[src/design/weigh_status_consts.vh]
// weigh_status_consts.vh: address map, field positions and sizes of the
// read-only weighing status register bank.
// assumes: included by its bare name by the bank; its memory does not include it.
`ifndef WEIGH_STATUS_CONSTS_VH
`define WEIGH_STATUS_CONSTS_VH

// ----------------------------------------------------------------------
// sizes
// ----------------------------------------------------------------------
`define WS_DATA_W 16
`define WS_ADDR_W 16
`define WS_ERR_W 8
`define WS_SCALES 8
`define WS_SCALE_W 3
`define WS_SEL_W 3
`define WS_LEVELS 32
`define WS_MEM_AW 5

// ----------------------------------------------------------------------
// per-scale slot codes, address = scale * 8 + slot
// ----------------------------------------------------------------------
`define WS_SEL_GROSS 3'h0
`define WS_SEL_NET 3'h1
`define WS_SEL_FLOW 3'h2
`define WS_SEL_SIGNAL 3'h3
`define WS_SEL_ERROR 3'h4
`define WS_SCALE_BASE 16'h0000
`define WS_SCALE_END 16'h003F

// ----------------------------------------------------------------------
// shared register offsets
// ----------------------------------------------------------------------
`define WS_OFS_AOUT1 16'h0040
`define WS_OFS_AOUT2 16'h0041
`define WS_OFS_AOUT3 16'h0042
`define WS_OFS_AOUT4 16'h0043
`define WS_OFS_IN_A 16'h0050
`define WS_OFS_IN_B 16'h0051
`define WS_OFS_IN_C 16'h0052
`define WS_OFS_OUT_A 16'h0053
`define WS_OFS_OUT_B 16'h0054
`define WS_OFS_OUT_C 16'h0055
`define WS_OFS_LEVEL_LO 16'h0056
`define WS_OFS_LEVEL_HI 16'h0057

// ----------------------------------------------------------------------
// field positions inside an i/o status word
// ----------------------------------------------------------------------
`define WS_GRP_LO_LSB 0
`define WS_GRP_HI_LSB 8
`define WS_GRP_W 8

// ----------------------------------------------------------------------
// reset values
// ----------------------------------------------------------------------
`define WS_RST_WORD 16'h0000
`define WS_RST_ERR 8'h00

`endif

[src/design/weigh_meas_mem.v]
// weigh_meas_mem.v: simple dual-port store for per-scale measurements.
// assumes: one write port from the weighing engine, one read port from the
// register bank; read data is registered, old data on same-address collision.
`timescale 1ns/1ps
module weigh_meas_mem
#(
   parameter DW = 16,
   parameter AW = 5
)
(
   input wire i_clk,
   input wire i_we,
   input wire [AW-1:0] i_waddr,
   input wire [DW-1:0] i_wdata,
   input wire [AW-1:0] i_raddr,
   output wire [DW-1:0] o_rdata
);

reg [DW-1:0] mem [0:(1<<AW)-1];
reg [DW-1:0] rdata_ff;
integer k;

// ----------------------------------------------------------------------
// storage, cleared at start of simulation
// ----------------------------------------------------------------------
initial
begin
   for (k = 0; k < (1<<AW); k = k + 1)
   begin
      mem[k] = {DW{1'b0}};
   end
   rdata_ff = {DW{1'b0}};
end

always @(posedge i_clk)
begin
   if (i_we)
   begin
      mem[i_waddr] <= i_wdata;
   end
   rdata_ff <= mem[i_raddr];
end

assign o_rdata = rdata_ff;

endmodule

[src/design/weigh_status_bank.v]
// weigh_status_bank.v: read-only status register bank of a multi-channel
// weighing instrument, read by the protocol slave over a simple read port.
// assumes: all inputs synchronous to I_CLK; measurement values arrive already
// scaled (signal and analog values in thousandths) from the weighing engine.
//
// Contract
// - gross weight per scale, valid when error zero
// - net weight per scale, valid when error zero
// - flow rate per scale, valid when error zero
// - input signal in mV/V per scale
// - four analog output values, three decimals
// - input word A: inputs 11-18, 21-28
// - input word B: inputs 31-38, 41-48
// - input word C: inputs 51-58, 61-68
// - output word A: outputs 11-18, 21-28
// - output word B: outputs 31-38, 41-48
// - output word C: outputs 51-58, 61-68
// - level bit n set above level n+1
// - level bit n set above level n+17
// - error code zero means none, 0-255
`timescale 1ns/1ps
`include "weigh_status_consts.vh"
module weigh_status_bank
#(
   parameter DW = `WS_DATA_W,
   parameter AW = `WS_ADDR_W,
   parameter EW = `WS_ERR_W,
   parameter NLEV = `WS_LEVELS
)
(
   input wire I_CLK,
   input wire I_RST,
   input wire i_meas_we,
   input wire [`WS_SCALE_W-1:0] i_meas_scale,
   input wire [`WS_SEL_W-1:0] i_meas_sel,
   input wire [DW-1:0] i_meas_data,
   input wire [DW-1:0] i_aout1,
   input wire [DW-1:0] i_aout2,
   input wire [DW-1:0] i_aout3,
   input wire [DW-1:0] i_aout4,
   input wire [DW-1:0] i_din_a,
   input wire [DW-1:0] i_din_b,
   input wire [DW-1:0] i_din_c,
   input wire [DW-1:0] i_dout_a,
   input wire [DW-1:0] i_dout_b,
   input wire [DW-1:0] i_dout_c,
   input wire [DW-1:0] i_level_weight,
   input wire [NLEV*DW-1:0] i_level_limits,
   input wire i_rd_req,
   input wire [AW-1:0] i_rd_addr,
   output wire o_rd_valid,
   output wire [DW-1:0] o_rd_data,
   output wire o_rd_illegal,
   output wire o_rd_err_zero
);

// ----------------------------------------------------------------------
// live samples of i/o and analog state
// ----------------------------------------------------------------------
reg [DW-1:0] aout1_ff;
reg [DW-1:0] aout2_ff;
reg [DW-1:0] aout3_ff;
reg [DW-1:0] aout4_ff;
reg [DW-1:0] in_a_ff;
reg [DW-1:0] in_b_ff;
reg [DW-1:0] in_c_ff;
reg [DW-1:0] out_a_ff;
reg [DW-1:0] out_b_ff;
reg [DW-1:0] out_c_ff;
reg [NLEV-1:0] level_ff;
wire [NLEV-1:0] nxt_level;

always @(posedge I_CLK or posedge I_RST)
begin
   if (I_RST)
   begin
      aout1_ff <= `WS_RST_WORD;
      aout2_ff <= `WS_RST_WORD;
      aout3_ff <= `WS_RST_WORD;
      aout4_ff <= `WS_RST_WORD;
      in_a_ff <= `WS_RST_WORD;
      in_b_ff <= `WS_RST_WORD;
      in_c_ff <= `WS_RST_WORD;
      out_a_ff <= `WS_RST_WORD;
      out_b_ff <= `WS_RST_WORD;
      out_c_ff <= `WS_RST_WORD;
      level_ff <= {NLEV{1'b0}};
   end
   else
   begin
      aout1_ff <= i_aout1;
      aout2_ff <= i_aout2;
      aout3_ff <= i_aout3;
      aout4_ff <= i_aout4;
      in_a_ff <= i_din_a;
      in_b_ff <= i_din_b;
      in_c_ff <= i_din_c;
      out_a_ff <= i_dout_a;
      out_b_ff <= i_dout_b;
      out_c_ff <= i_dout_c;
      level_ff <= nxt_level;
   end
end

// ----------------------------------------------------------------------
// level comparators, signed weight strictly above each limit
// ----------------------------------------------------------------------
genvar g;
generate
   for (g = 0; g < NLEV; g = g + 1)
   begin : lev
      assign nxt_level[g] = $signed(i_level_weight) > $signed(i_level_limits[g*DW +: DW]);
   end
endgenerate

// ----------------------------------------------------------------------
// error codes per scale, held in flops for a quick validity check
// ----------------------------------------------------------------------
reg [EW-1:0] err_ff [0:`WS_SCALES-1];
integer s;

always @(posedge I_CLK or posedge I_RST)
begin
   if (I_RST)
   begin
      for (s = 0; s < `WS_SCALES; s = s + 1)
      begin
         err_ff[s] <= `WS_RST_ERR;
      end
   end
   else if (i_meas_we && i_meas_sel == `WS_SEL_ERROR)
   begin
      err_ff[i_meas_scale] <= i_meas_data[EW-1:0];
   end
end

// ----------------------------------------------------------------------
// measurement store: gross, net, flow, signal per scale
// ----------------------------------------------------------------------
wire meas_mem_we;
wire [`WS_MEM_AW-1:0] meas_waddr;
wire [`WS_MEM_AW-1:0] meas_raddr;
wire [DW-1:0] meas_rdata;

assign meas_mem_we = i_meas_we && (i_meas_sel <= `WS_SEL_SIGNAL);
assign meas_waddr = {i_meas_scale, i_meas_sel[1:0]};
assign meas_raddr = {i_rd_addr[5:3], i_rd_addr[1:0]};

weigh_meas_mem
#(
   .DW(DW),
   .AW(`WS_MEM_AW)
)
u_meas_mem
(
   .i_clk(I_CLK),
   .i_we(meas_mem_we),
   .i_waddr(meas_waddr),
   .i_wdata(i_meas_data),
   .i_raddr(meas_raddr),
   .o_rdata(meas_rdata)
);

// ----------------------------------------------------------------------
// read stage 1: decode and pick non-memory value
// ----------------------------------------------------------------------
reg p1_valid_ff;
reg p1_mem_ff;
reg p1_illegal_ff;
reg p1_err_zero_ff;
reg [DW-1:0] p1_data_ff;
reg nxt_mem;
reg nxt_illegal;
reg [DW-1:0] nxt_data;
wire [`WS_SCALE_W-1:0] rd_scale;
wire [`WS_SEL_W-1:0] rd_sel;
wire rd_in_scale;

assign rd_scale = i_rd_addr[5:3];
assign rd_sel = i_rd_addr[2:0];
assign rd_in_scale = (i_rd_addr <= `WS_SCALE_END);

always @*
begin
   nxt_mem = 1'b0;
   nxt_illegal = 1'b0;
   nxt_data = `WS_RST_WORD;
   if (rd_in_scale)
   begin
      if (rd_sel <= `WS_SEL_SIGNAL)
      begin
         nxt_mem = 1'b1;
      end
      else if (rd_sel == `WS_SEL_ERROR)
      begin
         nxt_data = {{(DW-EW){1'b0}}, err_ff[rd_scale]};
      end
      else
      begin
         nxt_illegal = 1'b1;
      end
   end
   else
   begin
      case (i_rd_addr)
         `WS_OFS_AOUT1: nxt_data = aout1_ff;
         `WS_OFS_AOUT2: nxt_data = aout2_ff;
         `WS_OFS_AOUT3: nxt_data = aout3_ff;
         `WS_OFS_AOUT4: nxt_data = aout4_ff;
         `WS_OFS_IN_A: nxt_data = in_a_ff;
         `WS_OFS_IN_B: nxt_data = in_b_ff;
         `WS_OFS_IN_C: nxt_data = in_c_ff;
         `WS_OFS_OUT_A: nxt_data = out_a_ff;
         `WS_OFS_OUT_B: nxt_data = out_b_ff;
         `WS_OFS_OUT_C: nxt_data = out_c_ff;
         `WS_OFS_LEVEL_LO: nxt_data = level_ff[DW-1:0];
         `WS_OFS_LEVEL_HI: nxt_data = level_ff[2*DW-1:DW];
         default: nxt_illegal = 1'b1;
      endcase
   end
end

// ----------------------------------------------------------------------
// validity flag, only for mapped per-scale registers
// ----------------------------------------------------------------------
wire rd_scale_err_zero;

assign rd_scale_err_zero = rd_in_scale && !nxt_illegal
   && (err_ff[rd_scale] == `WS_RST_ERR);

always @(posedge I_CLK or posedge I_RST)
begin
   if (I_RST)
   begin
      p1_valid_ff <= 1'b0;
      p1_mem_ff <= 1'b0;
      p1_illegal_ff <= 1'b0;
      p1_err_zero_ff <= 1'b0;
      p1_data_ff <= `WS_RST_WORD;
   end
   else
   begin
      p1_valid_ff <= i_rd_req;
      p1_mem_ff <= nxt_mem;
      p1_illegal_ff <= nxt_illegal;
      p1_err_zero_ff <= rd_scale_err_zero;
      p1_data_ff <= nxt_data;
   end
end

// ----------------------------------------------------------------------
// read stage 2: registered answer, no side effect on any state
// ----------------------------------------------------------------------
reg rd_valid_ff;
reg rd_illegal_ff;
reg rd_err_zero_ff;
reg [DW-1:0] rd_data_ff;

always @(posedge I_CLK or posedge I_RST)
begin
   if (I_RST)
   begin
      rd_valid_ff <= 1'b0;
      rd_illegal_ff <= 1'b0;
      rd_err_zero_ff <= 1'b0;
      rd_data_ff <= `WS_RST_WORD;
   end
   else
   begin
      rd_valid_ff <= p1_valid_ff;
      rd_illegal_ff <= p1_valid_ff && p1_illegal_ff;
      rd_err_zero_ff <= p1_valid_ff && p1_err_zero_ff;
      if (p1_valid_ff)
      begin
         rd_data_ff <= p1_mem_ff ? meas_rdata : p1_data_ff;
      end
   end
end

assign o_rd_valid = rd_valid_ff;
assign o_rd_data = rd_data_ff;
assign o_rd_illegal = rd_illegal_ff;
assign o_rd_err_zero = rd_err_zero_ff;

endmodule

[config.mk]
export PLATFORM = sky130hd
export DESIGN_NAME = weigh_status_bank
export DESIGN_NICKNAME = d
export VERILOG_FILES = /design/src/design/weigh_meas_mem.v /design/src/design/weigh_status_bank.v
export VERILOG_INCLUDE_DIRS = /design/src /design/src/design
export SDC_FILE = /design/constraint.sdc
export NUM_CORES = 2
export LEC_CHECK = 0
export ABC_AREA = 1
export BUFFER_PORTS_ARGS = -buffer_cell sky130_fd_sc_hd__buf_2
export CAP_MARGIN = 40
export CORE_AREA = 2 2 292 294
export CTS_CLUSTER_SIZE = 24
export DETAILED_ROUTE_END_ITERATION = 8
export DIE_AREA = 0 0 294 296
export PLACE_DENSITY = 0.77
export SETUP_SLACK_MARGIN = 0.05
export SKIP_CTS_REPAIR_TIMING = 1
export SYNTH_ARGS = -nofsm -noshare
export SYNTH_HDL_FRONTEND = slang
export SYNTH_SLANG_ARGS = --single-unit
[constraint.sdc]
create_clock -name I_CLK -period 14.7 [get_ports I_CLK]
set_input_delay 3.675 -clock I_CLK [delete_from_list [all_inputs] [get_ports I_CLK]]
set_output_delay 3.675 -clock I_CLK [all_outputs]
set_load 0.05 [all_outputs]
==> run metrics <==
vias in the first global route=37300; CP max stage delay=510 ps; Synth area leaders=edfxtp_1 (34%), dfrtp_1 (16%), ha_1 (14%); Max-slew headroom=37.1%; Initial Util=53.9%; Root Buffer=clkbuf_16; Num CTS Buffers=76; Core ar.=84200 µm²; clock latency on the worst-skew pair=650 ps; final setup vio count=0; CP required=15260 ps; wire per inst=22.3 µm; XOR/XNOR share of the synthesized area=0%; Crit path max-delay family=simple AND/OR/NAND/NOR gates; maximum vdd drop=0.0977 mV; first-pass GRT wire length=228 mm; Syn Std Cell Area=45400 µm²; RSZ-0062 raised after global routing=false; hold endpoint=o_rd_illegal; ys flop type=edfxtp_1; LEAKAGE=26.9 nW; Peak Freq=169 MHz; vias after detailed routing=39100; Syn Inst Count=5120; Multi-input gate area=18800 µm²; final worst slack=8780 ps; FF+latch area=23100 µm²; reg2reg start=p1_mem_ff; initial drt markers=3752; DR DRC count=0; setup_tns=0 ps; Sw Share=27.3%; Compound-Gate Fraction of Synth Area=5.52%; GRT Total Usage=35.7%; met2 track demand over resource=59.1%; power share of the combinational group=14.9%; port buffer count=748; HP Start=p1_illegal_ff; share of post-route cells with drive strength above 1=17.1%; simple-gate area share of the yosys netlist=21.6%; Rows=107; Synthesized Nets=6362; Setup CP Type=in -> reg; final max-slew violation count=0; Clk network pwr share=36.7%; Min-Delay Path Class=reg -> reg; Mean Syn Cell Area=8.87 µm²; drt total wl=158 mm; critical path peak fanout=41; skew final=31.0 ps; nets@finish=7144; Horiz. Die Dim=294 µm; hold_ws=470 ps; Tot Pwr=5.37 mW; P_sw=1.47 mW; Critical Path AT=6480 ps; Crit-path slowest cell=buf_4; H-Tree Level Count=3; CP startpoint kind=primary input; Cells on Worst Hold Path=2; Pwr Density=99.9 nW/µm²; met3 Track Usage GR=6.64%; Crit Reg-Reg Endpoint=o_rd_data[1]; largest family of logic cells by synthesized area=simple AND/OR/NAND/NOR gates; placed inst area=51200 µm²; Int Power=3.91 mW; DRT Pass-1 Iters=8; Most common cell on crit path=nand2_1; DR vias/cell=5.52; largest net degree at the start of global routing=132; Area Growth Syn to Fin=18.4%; status=completed; gpl congestion=1.05; register bit total from synthesis=823; clk sinks=823; GR peak layer=met2; FF-to-FF setup slack=13060 ps; CTS max path bufs=3; antenna violations before repair=46; Synth area leader=edfxtp_1; register share of total power=48.5%; overall die height=296 µm; die area=87000 µm²; CP startpoint=i_rd_addr[5]; Tmin final=5920 ps; adder-cell share of the synthesized area=14.1%; mux cell area share after synthesis=0%; design area=53800 µm²; Final ANT Viol Nets=0; Synth Warn #=0; final hold violations=0; top-area cell type share of the netlist area=33.9%; max cap viols=0; I/O pin count=749; dpl ws=8260 ps; Worst-path clk slew=70 ps; post-DP HPWL=118 mm; actual slew at the worst max-slew pin=944 ps; Critical Path, Cell by Cell=buf_2 -> nor2_2 -> buf_4 -> nand3_1 -> nor2_2 -> nand2_1 -> inv_1 -> nand2_1 -> nand2_1 -> nor2_1 -> nand3_1; EDFF count, synth=512; CTS tree=done; GR Util met1=44.9%; count of cell types in the netlist=29; gr ovfl total=0; CP endpoint kind=register; number of fill cells=6823; most numerous cell in the Yosys netlist=nand2_1; period utilization=40.3%; sequential area share after synthesis=50.8%; synth cell count leaders=nand2_1 (1490), inv_1 (819), edfxtp_1 (512), ha_1 (512), nor2_1 (352); asr flop ratio synth=35.8%; crit path buf inv count=3; r2r worst-path depth=3
==> layout make-up <==
type / instances / area share, %
Timing Repair Buffer: 834 / 9.05
Sequential cell: 823 / 42.9
Clock buffer: 88 / 3.64
Antenna cell: 24 / 0.112
Clock inverter: 53 / 0.963
Multi-Input combinational cell: 3343 / 35.0
Inverter: 824 / 5.77
Tap cell: 1090 / 2.54
==> how the worst max path moves through the flow <==
stage,end,slack [ps],depth (start not counted)
floorplan,aout1_ff[0],2880,1
global placement,p1_illegal_ff,8030,10
detailed placement,p1_data_ff[9],8260,11
CTS,p1_data_ff[9],8910,11
global route,p1_data_ff[9],8630,11
finish,p1_data_ff[9],8780,11
==> state kept, by name, summed over array words and instances, names as in the netlist <==
| name | flops |
|---|---|
| aout2_ff | 16 |
| p1_illegal_ff | 1 |
| o_rd_valid | 1 |
| u_meas_mem.o_rdata | 16 |
| o_rd_data | 16 |
| o_rd_illegal | 1 |
| u_meas_mem.mem | 512 |
| aout3_ff | 16 |
| out_a_ff | 16 |
| p1_mem_ff | 1 |
| in_a_ff | 16 |
| aout4_ff | 16 |
| out_b_ff | 16 |
| level_ff | 32 |
| in_b_ff | 16 |
| err_ff | 64 |
| o_rd_err_zero | 1 |
| p1_data_ff | 16 |
| p1_valid_ff | 1 |
| aout1_ff | 16 |
| out_c_ff | 16 |
| in_c_ff | 16 |
| p1_err_zero_ff | 1 |
==> per-stage QoR <==
step                utilization [%]  std cells
detailed placement             60.8       6914
global route                   63.8       7076
CTS                            63.8       7055
finish                         63.8       7079
floorplan                         -       5120
global placement               59.8       6863
==> worst min-delay path: stages, from the launching register on <==
cell and delay [ps]:
dfrtp_1 330, nand2_1 50, inv_1 40
==> layer usage <==
layer  share of wire (%)  up-vias
met2                  48     2088
met5               0.094        -
met4                 5.0       22
met1                  37    18200
met3                 9.6      397
li1                    -    18300
==> cells by family (layout without fill, tap and decap cells) <==
group | count (synthesis) | after routing
simple gates | 2369 | 2369
fa+ha+maj | 512 | 512
flops | 823 | 823
other cells | 0 | 24
compound gates | 462 | 462
buf+inv | 954 | 1799
==> cells in the final DEF, fill, tap and decap left out, drive strengths merged <==
| cell type | n |
|---|---|
| a21o | 4 |
| a21oi | 266 |
| a22oi | 6 |
| a31oi | 16 |
| buf | 834 |
| bufinv | 6 |
| clkbuf | 88 |
| clkinv | 32 |
| clkinvlp | 9 |
| dfrtp | 295 |
| dfxtp | 16 |
| diode | 24 |
| edfxtp | 512 |
| ha | 512 |
| inv | 830 |
| nand2 | 1490 |
| nand3 | 313 |
| nand3b | 6 |
| nand4 | 151 |
| nor2 | 366 |
| nor3 | 31 |
| nor4 | 1 |
| o211ai | 4 |
| o21a | 28 |
| o21ai | 111 |
| o21bai | 27 |
| or2 | 11 |
==> power groups by stage <==
stage | clock, mW | sequential [mW] | combinational, mW
finish | 1.97 | 2.60 | 0.799
global route | 2.07 | 2.60 | 0.900
CTS | 1.98 | 2.60 | 0.796
global placement | 0 | 2.65 | 0.758
floorplan | 0 | 2.62 | 0.423
detailed placement | 0 | 2.65 | 0.792
Power figures use the tool's default switching activity.
